`config.mk`:
```
export PLATFORM = sky130hd
export DESIGN_NAME = lp_sequencer
export DESIGN_NICKNAME = d
export VERILOG_FILES = /design/src/lp_seq_pkg.sv /design/src/lp_sequencer.sv /design/src/pulse_qualifier.sv
export SDC_FILE = /design/constraint.sdc
export NUM_CORES = 1
export LEC_CHECK = 0
export BUFFER_PORTS_ARGS = -buffer_cell sky130_fd_sc_hd__buf_2
export CAP_MARGIN = 10
export CORE_MARGIN = 2
export CORE_UTILIZATION = 35
export CTS_CLUSTER_DIAMETER = 120
export DETAILED_ROUTE_END_ITERATION = 10
export SYNTH_ARGS = -nofsm -noshare
export SYNTH_HDL_FRONTEND = slang
export SYNTH_HIERARCHICAL = 1
export SYNTH_SLANG_ARGS = --single-unit
```
`constraint.sdc`:
```
create_clock -name I_SYS_CLK -period 2.9 [get_ports I_SYS_CLK]
set_input_delay 0.145 -clock I_SYS_CLK [delete_from_list [all_inputs] [get_ports I_SYS_CLK]]
set_output_delay 0.145 -clock I_SYS_CLK [all_outputs]
set_load 0.03 [all_outputs]
```
`src/lp_seq_pkg.sv`:
```
// Constants, encodings and state type for the low-power standby and halt sequencer.
// Assumes the core clock domain and the oscillator input run at the same 100 MHz rate.
package lp_seq_pkg;
   localparam int unsigned CLK_MHZ            = 100;
   localparam int unsigned CNT_W              = 18;
   localparam int unsigned QUAL_W             = 6;
   localparam int unsigned QCNT_W             = 7;
   // Cycle figures of the entry and wake sequences.
   localparam int unsigned FLUSH_CYCLES       = 32;
   localparam int unsigned HALT_EDGE_TYP      = 45;
   localparam int unsigned PLL_LOCK_CYCLES    = 131072;
   localparam int unsigned STBY_FAST_CYCLES   = 12;
   localparam int unsigned FLASH_SLEEP_CYCLES = 1125;
   localparam int unsigned HALT_SARAM_CYCLES  = 35;
   localparam int unsigned WAKE_UNQUAL_CYCLES = 12;
   localparam int unsigned WAKE_QUAL_BASE     = 2;
   localparam int unsigned NMI_WAKE_CYCLES    = 2;
   localparam int unsigned RST_WAKE_CYCLES    = 8;
   // Low-power mode selection field.
   localparam logic [1:0]  MODE_IDLE          = 2'h0;
   localparam logic [1:0]  MODE_STANDBY       = 2'h1;
   localparam logic [1:0]  MODE_HALT          = 2'h2;
   localparam logic [1:0]  MODE_RESET         = 2'h0;
   localparam logic [5:0]  QUAL_RESET         = 6'h00;
   // Pin index of the synchroniser bank.
   localparam int unsigned PIN_WAKE           = 0;
   localparam int unsigned PIN_NMI            = 1;
   localparam int unsigned PIN_RST            = 2;
   localparam int unsigned PIN_COUNT          = 3;

   typedef enum logic [3:0] {
      ST_RUN, ST_FLUSH_STBY, ST_STANDBY, ST_STBY_RESUME,
      ST_FLUSH_HALT, ST_HALT, ST_HALT_OSC, ST_PLL_LOCK, ST_HALT_RESUME
   } state_t;
endpackage : lp_seq_pkg

```
`src/lp_sequencer.sv`:
```
// Standby and halt entry and wake sequencer with clock, oscillator and PLL gating.
// Assumes the idle strobe and control writes come from core logic on the same clock,
// and that wake pins are asynchronous and active low.
// Notes on behaviour
// - Idle in standby mode stops system clock.
// - Idle in halt mode enters halt.
// - Standby entry keeps clock 32 cycles first.
// - Halt entry keeps clock 32 cycles first.
// - Halt turns off clocks, oscillator and PLL.
// - Active nonmaskable pin restarts oscillator only.
// - Pin release starts PLL lock count.
// - Core clock back, leave halt, serve interrupt.
// - Standby wake resumes after latency, serves interrupt.
// - Wake pulse qualified by 6-bit count.
// - Standby resume after 12 or 1125 cycles.
// - Halt resume 1125 or 35 after lock.
// - Last clock edge 32 cycles after idle.
// - Resume at instruction after the idle.
`timescale 1ns/1ps
module lp_sequencer #(
   parameter int unsigned PLL_LOCK_CYCLES = lp_seq_pkg::PLL_LOCK_CYCLES
) (
   // Clock and reset
   input  wire logic       I_SYS_CLK,
   input  wire logic       I_RESET_N,
   // Core side
   input  wire logic       I_IDLE_EXEC,
   input  wire logic       I_CTRL_WRITE,
   input  wire logic [1:0] I_CTRL_MODE,
   input  wire logic [5:0] I_CTRL_QUALIFY,
   input  wire logic       I_CTRL_QUAL_EN,
   input  wire logic       I_FLASH_ASLEEP,
   input  wire logic       I_WAKE_IRQ_ENABLED,
   // Wake pins
   input  wire logic       I_WAKE_INT_N,
   input  wire logic       I_NONMASKABLE_WAKE_PIN_N,
   input  wire logic       I_RESET_PIN_N,
   // Clock gating
   output logic            O_SYSTEM_CLOCK_EN,
   output logic            O_CORE_CLOCK_EN,
   output logic            O_OSCILLATOR_EN,
   output logic            O_PLL_EN,
   // Status
   output logic            O_IN_STANDBY,
   output logic            O_IN_HALT,
   output logic            O_RESUME,
   output logic            O_SERVICE_INTERRUPT
);
   lp_seq_pkg::state_t                    state;
   logic [lp_seq_pkg::CNT_W-1:0]          count;
   logic [1:0]                            lp_mode;
   logic [5:0]                            standby_wake_qualify_count;
   logic                                  qual_en;
   logic [lp_seq_pkg::PIN_COUNT-1:0]      sync1;
   logic [lp_seq_pkg::PIN_COUNT-1:0]      sync2;
   wire  [lp_seq_pkg::PIN_COUNT-1:0]      pin_active = ~sync2;
   logic [lp_seq_pkg::QCNT_W-1:0]         wake_threshold;
   logic                                  wake_hit;
   logic                                  nmi_hit;
   logic                                  rst_hit;
   logic                                  idle_taken;
   logic [lp_seq_pkg::CNT_W-1:0]          lock_seen;

   // Latency from the wake decision to the first instruction after the idle.
   function automatic logic [lp_seq_pkg::CNT_W-1:0] resume_latency(input logic asleep, input logic halt);
      if (asleep) begin
         resume_latency = lp_seq_pkg::CNT_W'(lp_seq_pkg::FLASH_SLEEP_CYCLES - 1);
      end else if (halt) begin
         resume_latency = lp_seq_pkg::CNT_W'(lp_seq_pkg::HALT_SARAM_CYCLES - 1);
      end else begin
         resume_latency = lp_seq_pkg::CNT_W'(lp_seq_pkg::STBY_FAST_CYCLES - 1);
      end
   endfunction : resume_latency

   // Two-flop synchronisers hold the raw pin level and reset to the released level, so no false wake follows reset.
   generate
      for (genvar g = 0; g < lp_seq_pkg::PIN_COUNT; g++) begin : g_sync
         logic pin_n;
         if (g == lp_seq_pkg::PIN_WAKE) begin : g_w
            assign pin_n = I_WAKE_INT_N;
         end else if (g == lp_seq_pkg::PIN_NMI) begin : g_n
            assign pin_n = I_NONMASKABLE_WAKE_PIN_N;
         end else begin : g_r
            assign pin_n = I_RESET_PIN_N;
         end
         always_ff @(posedge I_SYS_CLK or negedge I_RESET_N) begin
            if (!I_RESET_N) begin
               sync1[g] <= 1'b1;
               sync2[g] <= 1'b1;
            end else begin
               sync1[g] <= pin_n;
               sync2[g] <= sync1[g];
            end
         end
      end
   endgenerate

   always_ff @(posedge I_SYS_CLK or negedge I_RESET_N) begin
      if (!I_RESET_N) begin
         lp_mode                    <= lp_seq_pkg::MODE_RESET;
         standby_wake_qualify_count <= lp_seq_pkg::QUAL_RESET;
         qual_en                    <= 1'b0;
      end else if (I_CTRL_WRITE) begin
         lp_mode                    <= I_CTRL_MODE;
         standby_wake_qualify_count <= I_CTRL_QUALIFY;
         qual_en                    <= I_CTRL_QUAL_EN;
      end
   end

   assign wake_threshold = qual_en
      ? lp_seq_pkg::QCNT_W'(lp_seq_pkg::WAKE_QUAL_BASE + standby_wake_qualify_count)
      : lp_seq_pkg::QCNT_W'(lp_seq_pkg::WAKE_UNQUAL_CYCLES);

   pulse_qualifier u_wake_qual (
      .i_clk       (I_SYS_CLK),
      .i_reset_n   (I_RESET_N),
      .i_active    (pin_active[lp_seq_pkg::PIN_WAKE]),
      .i_threshold (wake_threshold),
      .o_hit       (wake_hit)
   );

   // Nonmaskable wake needs two active cycles
   pulse_qualifier u_nmi_qual (
      .i_clk       (I_SYS_CLK),
      .i_reset_n   (I_RESET_N),
      .i_active    (pin_active[lp_seq_pkg::PIN_NMI]),
      .i_threshold (lp_seq_pkg::QCNT_W'(lp_seq_pkg::NMI_WAKE_CYCLES)),
      .o_hit       (nmi_hit)
   );

   // Reset wake needs eight active cycles
   pulse_qualifier u_rst_qual (
      .i_clk       (I_SYS_CLK),
      .i_reset_n   (I_RESET_N),
      .i_active    (pin_active[lp_seq_pkg::PIN_RST]),
      .i_threshold (lp_seq_pkg::QCNT_W'(lp_seq_pkg::RST_WAKE_CYCLES)),
      .o_hit       (rst_hit)
   );

   assign idle_taken = (state == lp_seq_pkg::ST_RUN) && I_IDLE_EXEC;

   // Plain idle leaves the clocks alone; it is handled by the core itself.
   always_ff @(posedge I_SYS_CLK or negedge I_RESET_N) begin
      if (!I_RESET_N) begin
         state <= lp_seq_pkg::ST_RUN;
         count <= '0;
      end else begin
         unique case (state)
            lp_seq_pkg::ST_RUN: begin
               if (idle_taken && lp_mode == lp_seq_pkg::MODE_STANDBY) begin
                  state <= lp_seq_pkg::ST_FLUSH_STBY;
                  count <= lp_seq_pkg::CNT_W'(lp_seq_pkg::FLUSH_CYCLES - 1);
               end else if (idle_taken && lp_mode == lp_seq_pkg::MODE_HALT) begin
                  state <= lp_seq_pkg::ST_FLUSH_HALT;
                  count <= lp_seq_pkg::CNT_W'(lp_seq_pkg::FLUSH_CYCLES - 1);
               end
            end
            lp_seq_pkg::ST_FLUSH_STBY: begin
               if (count == '0) begin
                  state <= lp_seq_pkg::ST_STANDBY;
               end else begin
                  count <= count - 1'b1;
               end
            end
            // Qualified wake starts the resume latency
            lp_seq_pkg::ST_STANDBY: begin
               if (wake_hit || nmi_hit || rst_hit) begin
                  state <= lp_seq_pkg::ST_STBY_RESUME;
                  count <= resume_latency(I_FLASH_ASLEEP, 1'b0);
               end
            end
            lp_seq_pkg::ST_FLUSH_HALT: begin
               if (count == '0) begin
                  state <= lp_seq_pkg::ST_HALT;
               end else begin
                  count <= count - 1'b1;
               end
            end
            // Oscillator restarts on a qualified nonmaskable wake or reset pin, not on the wake interrupt pin
            lp_seq_pkg::ST_HALT: begin
               if (nmi_hit || rst_hit) begin
                  state <= lp_seq_pkg::ST_HALT_OSC;
               end
            end
            lp_seq_pkg::ST_HALT_OSC: begin
               if (!pin_active[lp_seq_pkg::PIN_NMI] && !pin_active[lp_seq_pkg::PIN_RST]) begin
                  state <= lp_seq_pkg::ST_PLL_LOCK;
                  count <= lp_seq_pkg::CNT_W'(PLL_LOCK_CYCLES - 1);
               end
            end
            lp_seq_pkg::ST_PLL_LOCK: begin
               if (count == '0) begin
                  state <= lp_seq_pkg::ST_HALT_RESUME;
                  count <= resume_latency(I_FLASH_ASLEEP, 1'b1);
               end else begin
                  count <= count - 1'b1;
               end
            end
            lp_seq_pkg::ST_HALT_RESUME, lp_seq_pkg::ST_STBY_RESUME: begin
               if (count == '0) begin
                  state <= lp_seq_pkg::ST_RUN;
               end else begin
                  count <= count - 1'b1;
               end
            end
         endcase
      end
   end

   // Clock, oscillator and PLL enables follow the state
   always_ff @(posedge I_SYS_CLK or negedge I_RESET_N) begin
      if (!I_RESET_N) begin
         O_SYSTEM_CLOCK_EN <= 1'b1;
         O_CORE_CLOCK_EN   <= 1'b1;
         O_OSCILLATOR_EN   <= 1'b1;
         O_PLL_EN          <= 1'b1;
         O_IN_STANDBY      <= 1'b0;
         O_IN_HALT         <= 1'b0;
      end else begin
         O_SYSTEM_CLOCK_EN <= !(state == lp_seq_pkg::ST_STANDBY || state == lp_seq_pkg::ST_HALT ||
                                state == lp_seq_pkg::ST_HALT_OSC || state == lp_seq_pkg::ST_PLL_LOCK) ||
                              ((state == lp_seq_pkg::ST_STANDBY) && (wake_hit || nmi_hit || rst_hit)) ||
                              ((state == lp_seq_pkg::ST_PLL_LOCK) && count == '0);
         if ((state == lp_seq_pkg::ST_FLUSH_STBY || state == lp_seq_pkg::ST_FLUSH_HALT) && count == '0) begin
            O_SYSTEM_CLOCK_EN <= 1'b0;
         end
         O_CORE_CLOCK_EN   <= !(state == lp_seq_pkg::ST_HALT || state == lp_seq_pkg::ST_HALT_OSC ||
                                state == lp_seq_pkg::ST_PLL_LOCK || state == lp_seq_pkg::ST_FLUSH_HALT
                                && count == '0) || (state == lp_seq_pkg::ST_PLL_LOCK && count == '0);
         O_OSCILLATOR_EN   <= !(state == lp_seq_pkg::ST_HALT && !(nmi_hit || rst_hit)) &&
                              !(state == lp_seq_pkg::ST_FLUSH_HALT && count == '0);
         O_PLL_EN          <= !(state == lp_seq_pkg::ST_HALT || state == lp_seq_pkg::ST_HALT_OSC &&
                                (pin_active[lp_seq_pkg::PIN_NMI] || pin_active[lp_seq_pkg::PIN_RST])) &&
                              !(state == lp_seq_pkg::ST_FLUSH_HALT && count == '0);
         O_IN_STANDBY      <= (state == lp_seq_pkg::ST_FLUSH_STBY && count == '0) ||
                              (state == lp_seq_pkg::ST_STANDBY && !(wake_hit || nmi_hit || rst_hit));
         O_IN_HALT         <= (state == lp_seq_pkg::ST_FLUSH_HALT && count == '0) ||
                              state == lp_seq_pkg::ST_HALT || state == lp_seq_pkg::ST_HALT_OSC ||
                              (state == lp_seq_pkg::ST_PLL_LOCK && count != '0);
      end
   end

   // Resume pulse, with interrupt service only when enabled
   always_ff @(posedge I_SYS_CLK or negedge I_RESET_N) begin
      if (!I_RESET_N) begin
         O_RESUME            <= 1'b0;
         O_SERVICE_INTERRUPT <= 1'b0;
      end else begin
         O_RESUME            <= (state == lp_seq_pkg::ST_HALT_RESUME || state == lp_seq_pkg::ST_STBY_RESUME)
                                && count == '0;
         O_SERVICE_INTERRUPT <= (state == lp_seq_pkg::ST_HALT_RESUME || state == lp_seq_pkg::ST_STBY_RESUME)
                                && count == '0 && I_WAKE_IRQ_ENABLED;
      end
   end

   // Cycles spent waiting for lock, read only by the checks below.
   always_ff @(posedge I_SYS_CLK or negedge I_RESET_N) begin
      if (!I_RESET_N) begin
         lock_seen <= '0;
      end else if (state == lp_seq_pkg::ST_PLL_LOCK) begin
         lock_seen <= lock_seen + 1'b1;
      end else if (state == lp_seq_pkg::ST_RUN) begin
         lock_seen <= '0;
      end
   end
endmodule : lp_sequencer

```
`src/pulse_qualifier.sv`:
```
// Counts consecutive active cycles of a synchronised wake level.
// Assumes its input is already synchronised to the clock.
`timescale 1ns/1ps
module pulse_qualifier (
   // Clock and reset
   input  wire logic                           i_clk,
   input  wire logic                           i_reset_n,
   // Level and threshold
   input  wire logic                           i_active,
   input  wire logic [lp_seq_pkg::QCNT_W-1:0] i_threshold,
   // Result
   output logic                                o_hit
);
   logic [lp_seq_pkg::QCNT_W-1:0] count;

   // The count saturates so a long pulse never wraps back below the threshold.
   always_ff @(posedge i_clk or negedge i_reset_n) begin
      if (!i_reset_n) begin
         count <= '0;
      end else if (!i_active) begin
         count <= '0;
      end else if (count != {lp_seq_pkg::QCNT_W{1'b1}}) begin
         count <= count + 1'b1;
      end
   end

   // The present active sample counts too, so a pulse of exactly the threshold length is taken.
   assign o_hit = i_active && (count >= i_threshold - 1'b1);
endmodule : pulse_qualifier

```
# Word-level counts from Yosys, hierarchy flattened
# Index checks and enable logic that the tools add are counted.
# word_totals
ff_bits	66
word_cells	141
# classes
add_sub_neg	6
magnitude_cmp	3
n_eq_ne	25
n_mux	27
bitwise	1
n_reduce_logical	57
# op_table
operator	n
$mux 18	6
$pmux 18 s5	1
$mux 7	7
$mux 4	9
$pmux 4 s8	1
$mux 11	2
$add 7x1->7 const B	3
$ne 7x7->1 const B	3
$logic_and 1x1->1	20
$logic_or 1x1->1	20
$logic_not 18->1	1
$reduce_bool 18->1	1
$sub 18x1->18 const B	1
$eq 4x3->1 const B	4
$ne 2x1->1 const B	6
$ne 2x2->1 const B	5
$logic_not 1->1	9
$eq 4x2->1 const B	2
$reduce_and 8->1	1
$add 2x6->7 const A	1
$ge 7x1->1 const B	1
$ge 7x3->1 const B	1
$ge 7x7->1	1
$sub 7x1->7 const B	1
12 further kinds	12

# Longest topological paths before layout
# depth
ltp_word	11
ltp_mapped	17

# Cells and area by module
# The synthesis kept the hierarchy.
# by_module_without_submodules
mod	n_inst	cells_per_inst	area_each_um2	seq_area_each_um2
lp_sequencer	1	281	2561.2	1138.6
pulse_qualifier	3	64	598.1	175.2

# Worst setup path after synthesis
# OpenSTA, ideal clock, no wires.
# synth_path
kind	reg2reg
startpoint	register standby_wake_qualify_count[1]
endpoint	register, netlist name count[17]
t_arrival_ps	3098
setup_slack_ps	-294
stages_incl_launch_ff	17
path_buffers	1
path_cell_list	dfrtp_1 > ha_1 > nand2b_1 > nor3_1 > nand3b_1 > xor2_1 > ha_1 > o21ai_0 > nor2_1 > o2bb2ai_1 > or3_1 > nand2_1 > a32oi_1 > nand3b_1 > buf_2 > o21ai_0 > o31ai_1
# synth_lines
element	line	text
start, declared	lp_sequencer.sv:52	logic [5:0] standby_wake_qualify_count;
start signal, assigned	lp_sequencer.sv:101	standby_wake_qualify_count <= lp_seq_pkg::QUAL_RESET;

==> metrics list <==
- Final Cell Area: 5440 um2
- In this run the remaining antenna-violating nets after routing total 0.
- The initial antenna violation count is 0.
- Reg2Reg Setup Slack: -0.34 ns
- STA classifies the critical path startpoint as a flip-flop.
- Req. time, crit path: 3.11 ns
- The worst hold path belongs to the class in2reg.
- Final wirelength: 9920 um
* Final cycle utilization of the critical path: 112%
- The synthesized netlist devotes 19.9% of its cell area to compound gates.
- At the placement stage, the worst setup path has a slack of -0.384 ns.
- Outcome: finished, violations left
* Instance count along the most critical hold path: 2
- Async S/R FF share, synth: 100%
* Global placement routability congestion: 0.850
- The first global-routing pass estimated 17100 um of wire.
* Number of clock sinks: 66
* Post-synthesis sequential area ratio: 38.2%
- The layout has 1152 filler cells.
- Peak supply drop: 0.428 mV
* Area of the mapped netlist: 4360 um2
* Layout cell share with drive strength beyond 1: 24.6%
- Measured in cells, the most critical reg-to-reg path has a length of 19.
* Area share of the largest cell type after synthesis: 32.2%
* Count of inserted antenna diode cells: 0
* Later-pin clock latency in the skew report: 0.33 ns
- The share of total power dissipated in sequential elements is 26.8%.
- Proportion of power drawn by combinational gates: 53.4%
- Entering global routing, the biggest net connects 51 pins.
- For this run, design rule violations remaining after detail routing come to 0.
- The H-tree generated during clock tree synthesis spans 3 levels.
- Summed over all nets, the half-perimeter wirelength after detailed placement is 7330 um.
* Standard-cell rows: 40
* Syn Inst Count: 473
* Starting density of the core: 36.1%
- The final reports fail on setup timing.
- Number of setup violations in the final report: 24
* Xor and xnor fraction of the mapped netlist area: 4.02%
- Total I/O pin count: 26
* Switching Share: 42.0%
- Synthesis inferred 66 register bits.
- The internal power of the cells totals 2.97 mW.
- Die X-Extent: 116 um
- Simple-gate area share of the yosys netlist: 21.3%
- Post-layout nets: 608
* Maximum fanout encountered on the critical timing path: 6
* Die Height: 116 um
* End of the worst hold path: O_SERVICE_INTERRUPT$_DFF_PN0_
- Clock tree from TritonCTS: yes
* Number of maximum-capacitance violations: 0
- Clock tree root driver cell: clkbuf_16
- By area, the combinational part of the netlist is dominated by simple AND/OR/NAND/NOR gates.
- Worst reg2reg path endpoint: count[2]$_DFFE_PN0P_
* Capturing element type of the critical path: flip-flop
- The worst pin sits at a relative slew slack of 49.7%.
- Leakage power figure: 2.45 nW
- The startpoint identified for the worst register-to-register timing path is standby_wake_qualify_count[1]$_DFFE_PN0P_.
* Setup slack of the critical path after layout: -0.341 ns
* Total Die Area: 13400 um2
- For this run, the total global-route usage over all layers was measured as 16.0%.
- Critical path type: reg2reg
* Number of enable flip-flop cells after synthesis: 0
- Total Power: 5.12 mW
- Worst setup skew after layout: 0.00595 ns
* Net switching power of the design: 2.15 mW
- After detailed placement, the total cell area comes to 4960 um2.
- Power spread over the standard cell area amounts to 941 nW/um2.
- Post-synth top area cell: dfrtp_1
* I/O Buffers: 25
- Per report_power, the clock group accounts for 19.8% of the total.
* Fraction of the mapped netlist area in adder cells: 8.62%
- Starting DRT DRC Count: 236
* Ranking of synthesized cells by area: dfrtp_1, ha_1, dfstp_2
- Number of buffers inserted during clock tree synthesis: 9
- Average routed wire per standard cell: 13.5 um
- Counting distinct cell types in the post-synthesis netlist gives 62.
- Mux cell area share after synthesis: 3.68%
- Initial DRT Pass Iterations: 5
* DR vias: 3706
- For this run the aggregate overflow at the end of global routing stands at 0.
* Detail-routed via count per cell: 5.06
- Final Slew Violations: 0
- Peak clock frequency supported by timing: 0.309 GHz
- The hold violation count in the final report came to 0.
- Finished Layout Cells: 733
- Fraction of the core area covered by cells at the end of the flow: 45.1%
- In the synthesized netlist the dominant register cell turns out to be dfrtp_1.
- Vias in the first global route: 3632
- Most common cell after layout, fill and taps aside: dfrtp_1
* Arrival time at the worst endpoint: 3.45 ns
- Setup repair after global routing could not meet its margin everywhere.
* Placed instance count: 705
- For the finished layout, the period the worst path requires is 3.24 ns.
- In this run the deepest clock path goes through 2 buffers.
- For this run, the number of Yosys warnings is 6.
- In this run the most critical hold path is launched from I_WAKE_IRQ_ENABLED.
* Reg clk slew, reported paths: 0.05 ns
- Commonest cells after routing, fill and taps aside: dfrtp_1, nand2_1, buf_4, conb_1, nor2_1
- Core Footprint: 12100 um2
* Syn Area/Cell: 9.21 um2
- Slew at the pin closest to its max-slew limit: 0.747 ns
- From synthesis to final layout, the design area changed by 24.9%.
[registers in the layout, indices dropped and copies added, names as in the netlist]
name and count:
O_RESUME 1, u_rst_qual/count 7, O_PLL_EN 1, O_SERVICE_INTERRUPT 1
qual_en 1, O_SYSTEM_CLOCK_EN 1, O_OSCILLATOR_EN 1, sync2 3
lp_mode 2, O_IN_HALT 1, u_wake_qual/count 7, O_CORE_CLOCK_EN 1
O_IN_STANDBY 1, state 4, sync1 3, u_nmi_qual/count 7
standby_wake_qualify_count 6, count 18
[power by group through the flow]
stage	Combinational (mW)	Clock (mW)	Sequential (mW)
after global placement	2.28	0	1.37
final	2.74	1.01	1.37
after detailed placement	2.34	0	1.38
after global routing	3.02	1.08	1.41
after floorplan	1.59	0	1.37
after CTS	2.51	1.04	1.36
[routing by layer]
layer,wire [um],share of wire [%],vias up,GRT usage [%]
li1,-,-,1880,-
met1,4750,48,1751,21.4
met2,4650,47,64,25.9
met3,365,3.7,11,2.56
met4,156,1.6,0,6.51
met5,0,0,-,0
[through the flow]
stage | hold slack, ns | TNS (ns)
final | 0.0214 | -6.54
after global routing | 0.0291 | -11.44
after CTS | 0.0132 | -5.24
after detailed placement | 0.0925 | -7.24
after global placement | 0.0811 | -4.50
after floorplan | -0.151 | -0.978
[how the worst max path moves through the flow]
| stage | from | end | slack [ns] | depth (start not counted) |
|---|---|---|---|---|
| 2_1_floorplan | standby_wake_qualify_count[1]$_DFFE_PN0P_ | count[8]$_DFFE_PN0P_ | -0.07 | 17 |
| 3_3_place_gp | standby_wake_qualify_count[1]$_DFFE_PN0P_ | count[2]$_DFFE_PN0P_ | -0.25 | 17 |
| 3_5_place_dp | standby_wake_qualify_count[1]$_DFFE_PN0P_ | count[13]$_DFFE_PN0P_ | -0.38 | 17 |
| 4_1_cts | standby_wake_qualify_count[1]$_DFFE_PN0P_ | state[2]$_DFFE_PN0P_ | -0.27 | 16 |
| 5_1_grt | standby_wake_qualify_count[1]$_DFFE_PN0P_ | count[4]$_DFFE_PN0P_ | -0.56 | 18 |
| 6_report | standby_wake_qualify_count[1]$_DFFE_PN0P_ | count[2]$_DFFE_PN0P_ | -0.34 | 19 |
[cell families after synthesis]
| group | after synthesis |
|---|---|
| flops | 66 |
| mux | 15 |
| compound gates | 134 |
| other cells | 2 |
| fa+ha+maj | 30 |
| xor+xnor | 20 |
| buf+inv | 44 |
| simple gates | 162 |
[synthesized netlist by cell type (6+ instances only)]
cell type and count:
nand2_1 35, a21oi_1 24, nor3_1 17, a21o_1 6
o21ai_0 42, mux2i_1 7, xor2_1 11, mux2_2 8
dfstp_2 10, buf_2 6, inv_1 25, a31oi_1 18
dfrtp_1 56, nor2_1 32, a211oi_1 6, clkbuf_1 11
nand3_1 19, xnor2_1 9, nor2b_1 10, ha_1 30
[final cells by class]
type	count	area, um2	area share (%)
timing repair buffer	65	450	8.28
multi-input combinational	393	2750	50.5
clock inverter	3	15.0	0.276
sequential	66	1670	30.6
clock buffer	13	260	4.78
tap	168	210	3.86
inverter	25	93.8	1.72
[critical path, cell delays in order, from the launching register on]
cell,delay [ns]
dfrtp_1,0.40
ha_2,0.22
xnor2_2,0.13
nand2_2,0.10
buf_4,0.14
buf_4,0.12
buf_4,0.12
xnor2_1,0.12
ha_2,0.17
a21o_1,0.18
a211oi_2,0.21
o2bb2ai_2,0.07
or3_1,0.36
nand2_1,0.10
a32oi_2,0.12
nand3b_1,0.12
buf_6,0.14
buf_6,0.12
nor2b_4,0.13
nor3_2,0.05
[repair_timing]
item	4_1_cts	5_1_grt
setup endpoints to repair	24	24
buffers inserted	3	4
gates cloned	1	0
endpoints found under the hold margin	17	0
pin swaps	7	10
gates resized for setup	12	39
hold buffers	4	0
No activity file was read; power rests on OpenSTA's default activity.
